<file path="config.mk">
export PLATFORM = sky130hd
export DESIGN_NAME = fisl_device_flat
export DESIGN_NICKNAME = d
export VERILOG_FILES = /design/src/hdl/fisl_pkg.sv /design/src/hdl/fisl_link_if.sv /design/src/hdl/fisl_device.sv /design/src/flat_wrapper.sv
export SDC_FILE = /design/constraint.sdc
export NUM_CORES = 1
export LEC_CHECK = 0
export BUFFER_PORTS_ARGS = -buffer_cell sky130_fd_sc_hd__buf_4
export CELL_PAD_IN_SITES_DETAIL_PLACEMENT = 0
export CELL_PAD_IN_SITES_GLOBAL_PLACEMENT = 1
export CORE_MARGIN = 2
export CORE_UTILIZATION = 30
export CTS_CLUSTER_SIZE = 30
export DETAILED_ROUTE_END_ITERATION = 10
export PLACE_DENSITY_LB_ADDON = 0.3
export SYNTH_ARGS = -nofsm -noshare
export SYNTH_HDL_FRONTEND = slang
export SYNTH_SLANG_ARGS = --single-unit
</file>
<file path="constraint.sdc">
create_clock -name clk -period 2.1 [get_ports clk]
set_clock_uncertainty 0.05 [all_clocks]
set_input_delay 0.315 -clock clk [delete_from_list [all_inputs] [get_ports clk]]
set_output_delay 0.315 -clock clk [all_outputs]
set_load 0.02 [all_outputs]
</file>
<file path="src/hdl/fisl_pkg.sv">
// shared constants and types for the fast isolated serial link
package fisl_pkg;

  // ----------------------------------------
  // frame layout
  // ----------------------------------------
  localparam int unsigned FRAME_BITS    = 10;
  localparam int unsigned DATA_BITS     = 8;
  localparam int unsigned CHAN_BIT_POS  = 9;
  localparam logic        START_BIT_VAL = 1'b0;
  localparam logic        IDLE_LINE_VAL = 1'b1;
  localparam logic        CHAN_A_VAL    = 1'b0;
  localparam logic        CHAN_B_VAL    = 1'b1;

  // ----------------------------------------
  // bit-mode command values
  // ----------------------------------------
  localparam logic [7:0]  MODE_HOLD_RESET = 8'h0a;
  localparam logic [7:0]  MODE_RELEASE    = 8'h00;

  // ----------------------------------------
  // counters and dividers
  // ----------------------------------------
  localparam logic [3:0]  CNT_LAST     = 4'h9;
  // last receive count: eight data bits then the channel bit
  localparam logic [3:0]  CNT_RX_LAST  = 4'h8;
  localparam logic [3:0]  CNT_ZERO     = 4'h0;
  localparam logic [3:0]  HALF_PERIOD  = 4'h4;

  // ----------------------------------------
  // link state
  // ----------------------------------------
  typedef enum logic [1:0] {
    FISL_IDLE = 2'b00,
    FISL_TX   = 2'b01,
    FISL_RX   = 2'b10
  } fisl_state_type;

endpackage : fisl_pkg

</file>
<file path="src/hdl/fisl_link_if.sv">
// link wires between the device end and the external end
`timescale 1ns/100ps
interface fisl_link_if;
  logic link_clock_in;
  logic serial_in_line;
  logic serial_out_line;
  logic clear_to_send_out;

  modport device (
    input  link_clock_in,
    input  serial_in_line,
    output serial_out_line,
    output clear_to_send_out
  );

  modport ext (
    output link_clock_in,
    output serial_in_line,
    input  serial_out_line,
    input  clear_to_send_out
  );
endinterface : fisl_link_if

</file>
<file path="src/hdl/fisl_device.sv">
// device end: frames bytes from two channels onto the link
`timescale 1ns/100ps

// Contract
// - outgoing frames only advance on link clock
// - ready byte starts frame with low output
// - no outgoing frame during a reception
// - every start bit is zero
// - start, eight data lsb first, channel
// - outgoing channel bit: A zero, B one
// - external party stops clock when busy
// - external sends only while clear-to-send high
// - start bit drops clear-to-send next edge
// - clear-to-send low until byte accepted
// - channel bit routes, fallback to other channel
// - logic disabled unless a channel enabled
// - simultaneous start: receive, abandon own send
// - mode value ten holds serial reset
// - mode value zero releases the hold
// - pins always on channel B interface
// - pins change only on external clock edges; hold or no enabled channel forces out high and clear-to-send low on any clk
// - data moves one direction at a time
module fisl_device
  import fisl_pkg::*;
(
  // clock and reset
  input  wire logic       clk,
  input  wire logic       arst_n,
  // configuration
  input  wire logic       chan_a_en,
  input  wire logic       chan_b_en,
  input  wire logic [7:0] bit_mode,
  input  wire logic       bit_mode_we,
  // channel a transmit byte
  input  wire logic       a_tx_valid,
  input  wire logic [7:0] a_tx_data,
  output logic            a_tx_ready,
  // channel b transmit byte
  input  wire logic       b_tx_valid,
  input  wire logic [7:0] b_tx_data,
  output logic            b_tx_ready,
  // received bytes
  output logic            a_rx_valid,
  output logic            b_rx_valid,
  output logic [7:0]      rx_data,
  input  wire logic       a_rx_ready,
  input  wire logic       b_rx_ready,
  // link, always on the channel b pins
  fisl_link_if.device     link
);

  // ----------------------------------------
  // synchronisers
  // ----------------------------------------
  logic [1:0] clk_s_q, clk_s_d;
  logic [1:0] din_s_q, din_s_d;
  logic       clk_prev_q, clk_prev_d;
  logic       rise;

  always_comb begin
    clk_s_d    = {clk_s_q[0], link.link_clock_in};
    din_s_d    = {din_s_q[0], link.serial_in_line};
    clk_prev_d = clk_s_q[1];
  end

  always_ff @(posedge clk or negedge arst_n) begin
    if (!arst_n) begin
      clk_s_q    <= 2'h0;
      din_s_q    <= 2'h3;
      clk_prev_q <= 1'b0;
    end else begin
      clk_s_q    <= clk_s_d;
      din_s_q    <= din_s_d;
      clk_prev_q <= clk_prev_d;
    end
  end

  assign rise = clk_s_q[1] & ~clk_prev_q;

  // ----------------------------------------
  // link engine
  // ----------------------------------------
  fisl_state_type state_q, state_d;
  logic [3:0]  cnt_q, cnt_d;
  logic [8:0]  tx_sh_q, tx_sh_d;
  logic [8:0]  rx_sh_q, rx_sh_d;
  logic [7:0]  rx_data_q, rx_data_d;
  logic        rx_full_q, rx_full_d;
  logic        rx_to_b_q, rx_to_b_d;
  logic        dout_q, dout_d;
  logic        cts_q, cts_d;
  logic        hold_q, hold_d;
  logic        enabled;
  logic        tx_pick_b;
  logic        tx_have;
  logic        take_a, take_b;
  logic        rx_drain;

  // only with a fast serial channel
  assign enabled   = chan_a_en | chan_b_en;
  assign tx_pick_b = b_tx_valid & chan_b_en;
  assign tx_have   = (a_tx_valid & chan_a_en) | tx_pick_b;
  assign rx_drain  = rx_full_q & (rx_to_b_q ? b_rx_ready : a_rx_ready);

  always_comb begin
    state_d   = state_q;
    cnt_d     = cnt_q;
    tx_sh_d   = tx_sh_q;
    rx_sh_d   = rx_sh_q;
    rx_data_d = rx_data_q;
    rx_full_d = rx_full_q & ~rx_drain;
    rx_to_b_d = rx_to_b_q;
    dout_d    = dout_q;
    cts_d     = cts_q;
    hold_d    = hold_q;
    take_a    = 1'b0;
    take_b    = 1'b0;
    if (bit_mode_we && bit_mode == MODE_HOLD_RESET) begin
      hold_d = 1'b1;
    end else if (bit_mode_we && bit_mode == MODE_RELEASE) begin
      hold_d = 1'b0;
    end
    if (hold_q || !enabled) begin
      state_d = FISL_IDLE;
      cnt_d   = CNT_ZERO;
      dout_d  = IDLE_LINE_VAL;
      cts_d   = 1'b0;
    // otherwise the frame engine moves only on a link edge; rx_full_q still drains on any clk
    end else if (rise) begin
      case (state_q)
        FISL_IDLE: begin
          if (cts_q && din_s_q[1] == START_BIT_VAL) begin
            state_d = FISL_RX;
            cnt_d   = CNT_ZERO;
            cts_d   = 1'b0;
            dout_d  = IDLE_LINE_VAL;
          end else if (tx_have && dout_q == IDLE_LINE_VAL) begin
            state_d = FISL_TX;
            cnt_d   = CNT_ZERO;
            dout_d  = START_BIT_VAL;
            tx_sh_d = tx_pick_b ? {CHAN_B_VAL, b_tx_data} : {CHAN_A_VAL, a_tx_data};
            take_b  = tx_pick_b;
            take_a  = ~tx_pick_b;
          end else begin
            dout_d  = IDLE_LINE_VAL;
            cts_d   = ~rx_full_q | rx_drain;
          end
        end
        FISL_TX: begin
          if (cnt_q == CNT_LAST) begin
            state_d = FISL_IDLE;
            dout_d  = IDLE_LINE_VAL;
            cts_d   = ~rx_full_q | rx_drain;
          end else begin
            dout_d  = tx_sh_q[0];
            tx_sh_d = {1'b0, tx_sh_q[8:1]};
            cnt_d   = cnt_q + 4'h1;
          end
        end
        FISL_RX: begin
          rx_sh_d = {din_s_q[1], rx_sh_q[8:1]};
          cnt_d   = cnt_q + 4'h1;
          if (cnt_q == CNT_RX_LAST) begin
            state_d   = FISL_IDLE;
            rx_data_d = rx_sh_d[7:0];
            rx_full_d = 1'b1;
            rx_to_b_d = (rx_sh_d[8] == CHAN_B_VAL) ? chan_b_en : ~chan_a_en;
            cts_d     = 1'b0;
          end
        end
        default: state_d = FISL_IDLE;
      endcase
    end
  end

  always_ff @(posedge clk or negedge arst_n) begin
    if (!arst_n) begin
      state_q   <= FISL_IDLE;
      cnt_q     <= CNT_ZERO;
      tx_sh_q   <= 9'h000;
      rx_sh_q   <= 9'h000;
      rx_data_q <= 8'h00;
      rx_full_q <= 1'b0;
      rx_to_b_q <= 1'b0;
      dout_q    <= 1'b1;
      cts_q     <= 1'b0;
      hold_q    <= 1'b0;
    end else begin
      state_q   <= state_d;
      cnt_q     <= cnt_d;
      tx_sh_q   <= tx_sh_d;
      rx_sh_q   <= rx_sh_d;
      rx_data_q <= rx_data_d;
      rx_full_q <= rx_full_d;
      rx_to_b_q <= rx_to_b_d;
      dout_q    <= dout_d;
      cts_q     <= cts_d;
      hold_q    <= hold_d;
    end
  end

  // ----------------------------------------
  // outputs
  // ----------------------------------------
  // link pins only on channel b side
  assign link.serial_out_line   = dout_q;
  assign link.clear_to_send_out = cts_q;
  // byte leaves the source as the start bit goes out
  assign a_tx_ready = take_a;
  assign b_tx_ready = take_b;
  assign a_rx_valid = rx_full_q & ~rx_to_b_q;
  assign b_rx_valid = rx_full_q & rx_to_b_q;
  assign rx_data    = rx_data_q;

endmodule : fisl_device

</file>
<file path="src/flat_wrapper.sv">
// flat-port wrapper written by rule: the top's interface ports become plain ports
module fisl_device_flat import fisl_pkg::*;
  (clk, arst_n, chan_a_en, chan_b_en, bit_mode, bit_mode_we, a_tx_valid, a_tx_data, a_tx_ready, b_tx_valid, b_tx_data, b_tx_ready, a_rx_valid, b_rx_valid, rx_data, a_rx_ready, b_rx_ready, link_link_clock_in, link_serial_in_line, link_serial_out_line, link_clear_to_send_out);
  fisl_link_if link_i ();
  input  wire logic clk;
  input  wire logic arst_n;
  input  wire logic chan_a_en;
  input  wire logic chan_b_en;
  input  wire logic [7:0] bit_mode;
  input  wire logic bit_mode_we;
  input  wire logic a_tx_valid;
  input  wire logic [7:0] a_tx_data;
  output logic a_tx_ready;
  input  wire logic b_tx_valid;
  input  wire logic [7:0] b_tx_data;
  output logic b_tx_ready;
  output logic a_rx_valid;
  output logic b_rx_valid;
  output logic [7:0] rx_data;
  input  wire logic a_rx_ready;
  input  wire logic b_rx_ready;
  input wire logic [$bits(link_i.link_clock_in)-1:0] link_link_clock_in;
  input wire logic [$bits(link_i.serial_in_line)-1:0] link_serial_in_line;
  output wire logic [$bits(link_i.serial_out_line)-1:0] link_serial_out_line;
  output wire logic [$bits(link_i.clear_to_send_out)-1:0] link_clear_to_send_out;
  assign link_i.link_clock_in = link_link_clock_in;
  assign link_i.serial_in_line = link_serial_in_line;
  assign link_serial_out_line = link_i.serial_out_line;
  assign link_clear_to_send_out = link_i.clear_to_send_out;
  fisl_device u_core (.clk(clk), .arst_n(arst_n), .chan_a_en(chan_a_en), .chan_b_en(chan_b_en), .bit_mode(bit_mode), .bit_mode_we(bit_mode_we), .a_tx_valid(a_tx_valid), .a_tx_data(a_tx_data), .a_tx_ready(a_tx_ready), .b_tx_valid(b_tx_valid), .b_tx_data(b_tx_data), .b_tx_ready(b_tx_ready), .a_rx_valid(a_rx_valid), .b_rx_valid(b_rx_valid), .rx_data(rx_data), .a_rx_ready(a_rx_ready), .b_rx_ready(b_rx_ready), .link(link_i));
endmodule
</file>
==> flow_summary.toml <==
[synthesis]
synth-warning-count = 0
synth_top_flop_cell = "dfrtp_1"
syn-cell-area_um2 = 2150
postSynth.asyncResetShare = 1.00
postSynthRegisterBits = 41
synth.distinct_cells = 47
synth_seq_area_share = 0.478
synthCells = 181
syn_nets = 222
number_of_synthesized_flops_with_an_enable_pin = 0
syn-mean-instance-area_um2 = 11.9

[flow_run]
max_cap_violations = 0

[finish]
n_fill_cell = 677
layout-drive-gt1-share = 0.469
fin_util = 0.413
mostFrequentLayoutCells = "buf_4 (61), dfrtp_1 (38), mux2_2 (18)"
post_layout_nonfiller_instances = 341
layout_nets = 285
antenna-diode-count = 0
synthToLayoutAreaGrowth_pct = 31.7
final_common_cell = "buf_4"
final_cell_area_excluding_filler_cells_um2 = 2840

[critical_path]
critical_path.max_fanout = 9
reg2reg_depth = 5
worst-r2r-setup-slack_ns = 0.09
worst_r2r_startpoint = "u_core.state_q[1]"
crit_end = "u_core.tx_sh_q[1]"
crit_path_required_time_ns = 2.23
cp_data_arrival_time_ns = 2.13
cp-end-kind = "flip-flop"
cp-start-kind = "flip-flop"
crit_type = "reg -> reg"
worstReg2RegEnd = "u_core.tx_sh_q[1]"
critPathLaunch = "u_core.state_q[1]"

[clocking]
clock_latency_of_the_later_clocked_register_in_the_worst_skew_pair_ns = 0.29
clock_slew_seen_by_the_registers_of_the_worst_setup_and_hold_paths_ns = 0.09
cts.root.buffer_cell = "clkbuf_8"
cts_tree = "yes"
htree_num_levels = 2
cts_num_sinks = 41
numCtsBuffers = 5
clockBufferDepth = 2
post-cts-setup-buffers = 0

[timing]
grt_setup_unrepaired = "false"
max_clock_freq_mhz = 498
hold_violations = 0
finalSetupViolCount = 0
holdWs_ns = 0.0717
period_share = 0.957
slew_limit_headroom = 0.658
slew_violations = 0
setup_total_negative_slack_ns = 0
period_minus_slack_ns = 2.01
setup_ws_post_layout_ns = 0.0911
worst_pin_slew_ns = 0.514

[global_route]
grt_start_max_net_pins = 42
grt_antenna_before_repair = 0
grt_use_total = 0.124
vias_in_the_first_global_route = 1546
wire_length_of_the_first_global_routing_pass_mm = 7.58
grt-ovfl-total = 0

[die]
die_h_um = 88.7
fp.coreArea_um2 = 6870
boundaryPins = 49
fp.dieW_um = 88.7
num_rows = 30
die_area_um2 = 7870
start_util = 0.313

[drt]
avgRoutedWirePerCell_um = 13.4
antenna_violating_nets_post_route = 0
detailedRoute.firstIterationViolations = 77
routed_wirelength_mm = 4.56
avgViaCountPerCell = 4.69
drc = 0
detail_route.first_pass.iterations = 4
detailroute.via_count = 1600

[placement]
dpl_cell_area_um2 = 2700
hpwlAfterDp_mm = 3.36
gpl.final_weighted_congestion = 0.836
dpl.cell_count = 332
pre_cts_ws_ns = 0.0563
buffer_ports.inserted = 48

[pwr]
p_comb_frac = 0.411
p_sw_mw = 0.982
power.density_cell_area_nw_per_um2 = 972
p_int_mw = 1.78
totalPowerFinal_mw = 2.76
switching_share = 0.356
reg_power_frac = 0.395
leakage_nw = 1.39
pwr-share-clk = 0.193
worst_ir_drop_vdd_mv = 0.556

[hold_path]
hold_path_class = "in -> reg"

[outcome]
run_status = "complete, no violations"
area by class of cell:
type,count,area [um^2],area share
multi-input cells,127,1100,0.387
flip-flops and latches,41,1030,0.363
repair buffers,62,468,0.165
well taps,96,120,0.0423
clock buffers,5,68.8,0.0243
inverters,7,26.3,0.00926
clock inverters,3,25.0,0.00882
cell usage after synthesis, drive strengths merged (4+ instances only):
library cell  instances  share of area
dfrtp                38           0.44
mux2                 27           0.16
nand3b                4          0.014
nand2                13          0.023
ha                    6          0.035
o21ai                14          0.033
mux2i                10          0.046
inv                   7          0.012
nor2                  5         0.0087
nand3                 6          0.016
per-layer routing:
layer / part of all wire / GRT usage / up-vias
met3: 0.048 / 0.0336 / 2
met4: 0.0020 / 0.0207 / 0
li1: - / - / 789
met1: 0.47 / 0.176 / 774
met5: 0 / 0 / -
met2: 0.48 / 0.191 / 35
sequential cells by signal, summed over array words and instances (netlist names):
name                           cells
u_core.clk_prev_q                  1
u_core.clk_s_q                     2
u_core.cnt_q                       4
u_core.din_s_q                     2
u_core.hold_q                      1
u_core.link.clear_to_send_out      1
u_core.link.serial_out_line        1
u_core.rx_data                     8
u_core.rx_full_q                   1
u_core.rx_sh_q                     8
u_core.rx_to_b_q                   1
u_core.state_q                     2
u_core.tx_sh_q                     9
how the worst min path moves through the flow:
stage               cells past startpoint  slack [ns]                start                 to
floorplan                               0       -0.03               arst_n  u_core.clk_prev_q
global placement                        1        0.28               arst_n  u_core.rx_data[3]
detailed placement                      1        0.29               arst_n  u_core.rx_data[3]
CTS                                     1        0.06  link_serial_in_line  u_core.din_s_q[0]
global route                            1        0.05   link_link_clock_in  u_core.clk_s_q[0]
finish                                  1        0.07   link_link_clock_in  u_core.clk_s_q[0]
logic make-up after synthesis:
kind of cell,after synthesis,share of synthesized area
compound gates,37,0.128
fa+ha+maj,6,0.0349
buf+inv,13,0.0273
flops,41,0.478
mux,37,0.203
simple gates,47,0.128
critical path: stages (launching register included):
cell,delay [ns]
dfrtp_1,0.38
inv_1,0.07
ha_1,0.22
and4b_1,0.25
a2111o_2,0.57
mux2_4,0.35
what timing repair did:
| action | 4_1_cts | 5_1_grt |
|---|---|---|
| hold buffers | 1 | 0 |
| pin swaps | 1 | 0 |
| endpoints found under the setup margin | 1 | 11 |
| resized for setup | 1 | 8 |
| hold endpoints to repair | 38 | 0 |
power by group through the flow:
| stage | Clock, mW | Sequential (mW) | Combinational [mW] |
|---|---|---|---|
| 5_1_grt | 0.590 | 1.12 | 1.26 |
| 3_3_place_gp | 0 | 1.10 | 1.06 |
| 2_1_floorplan | 0 | 1.09 | 0.741 |
| 6_report | 0.533 | 1.09 | 1.13 |
| 4_1_cts | 0.558 | 1.09 | 1.09 |
| 3_5_place_dp | 0 | 1.10 | 1.07 |
No activity file was read; power rests on OpenSTA's default activity.
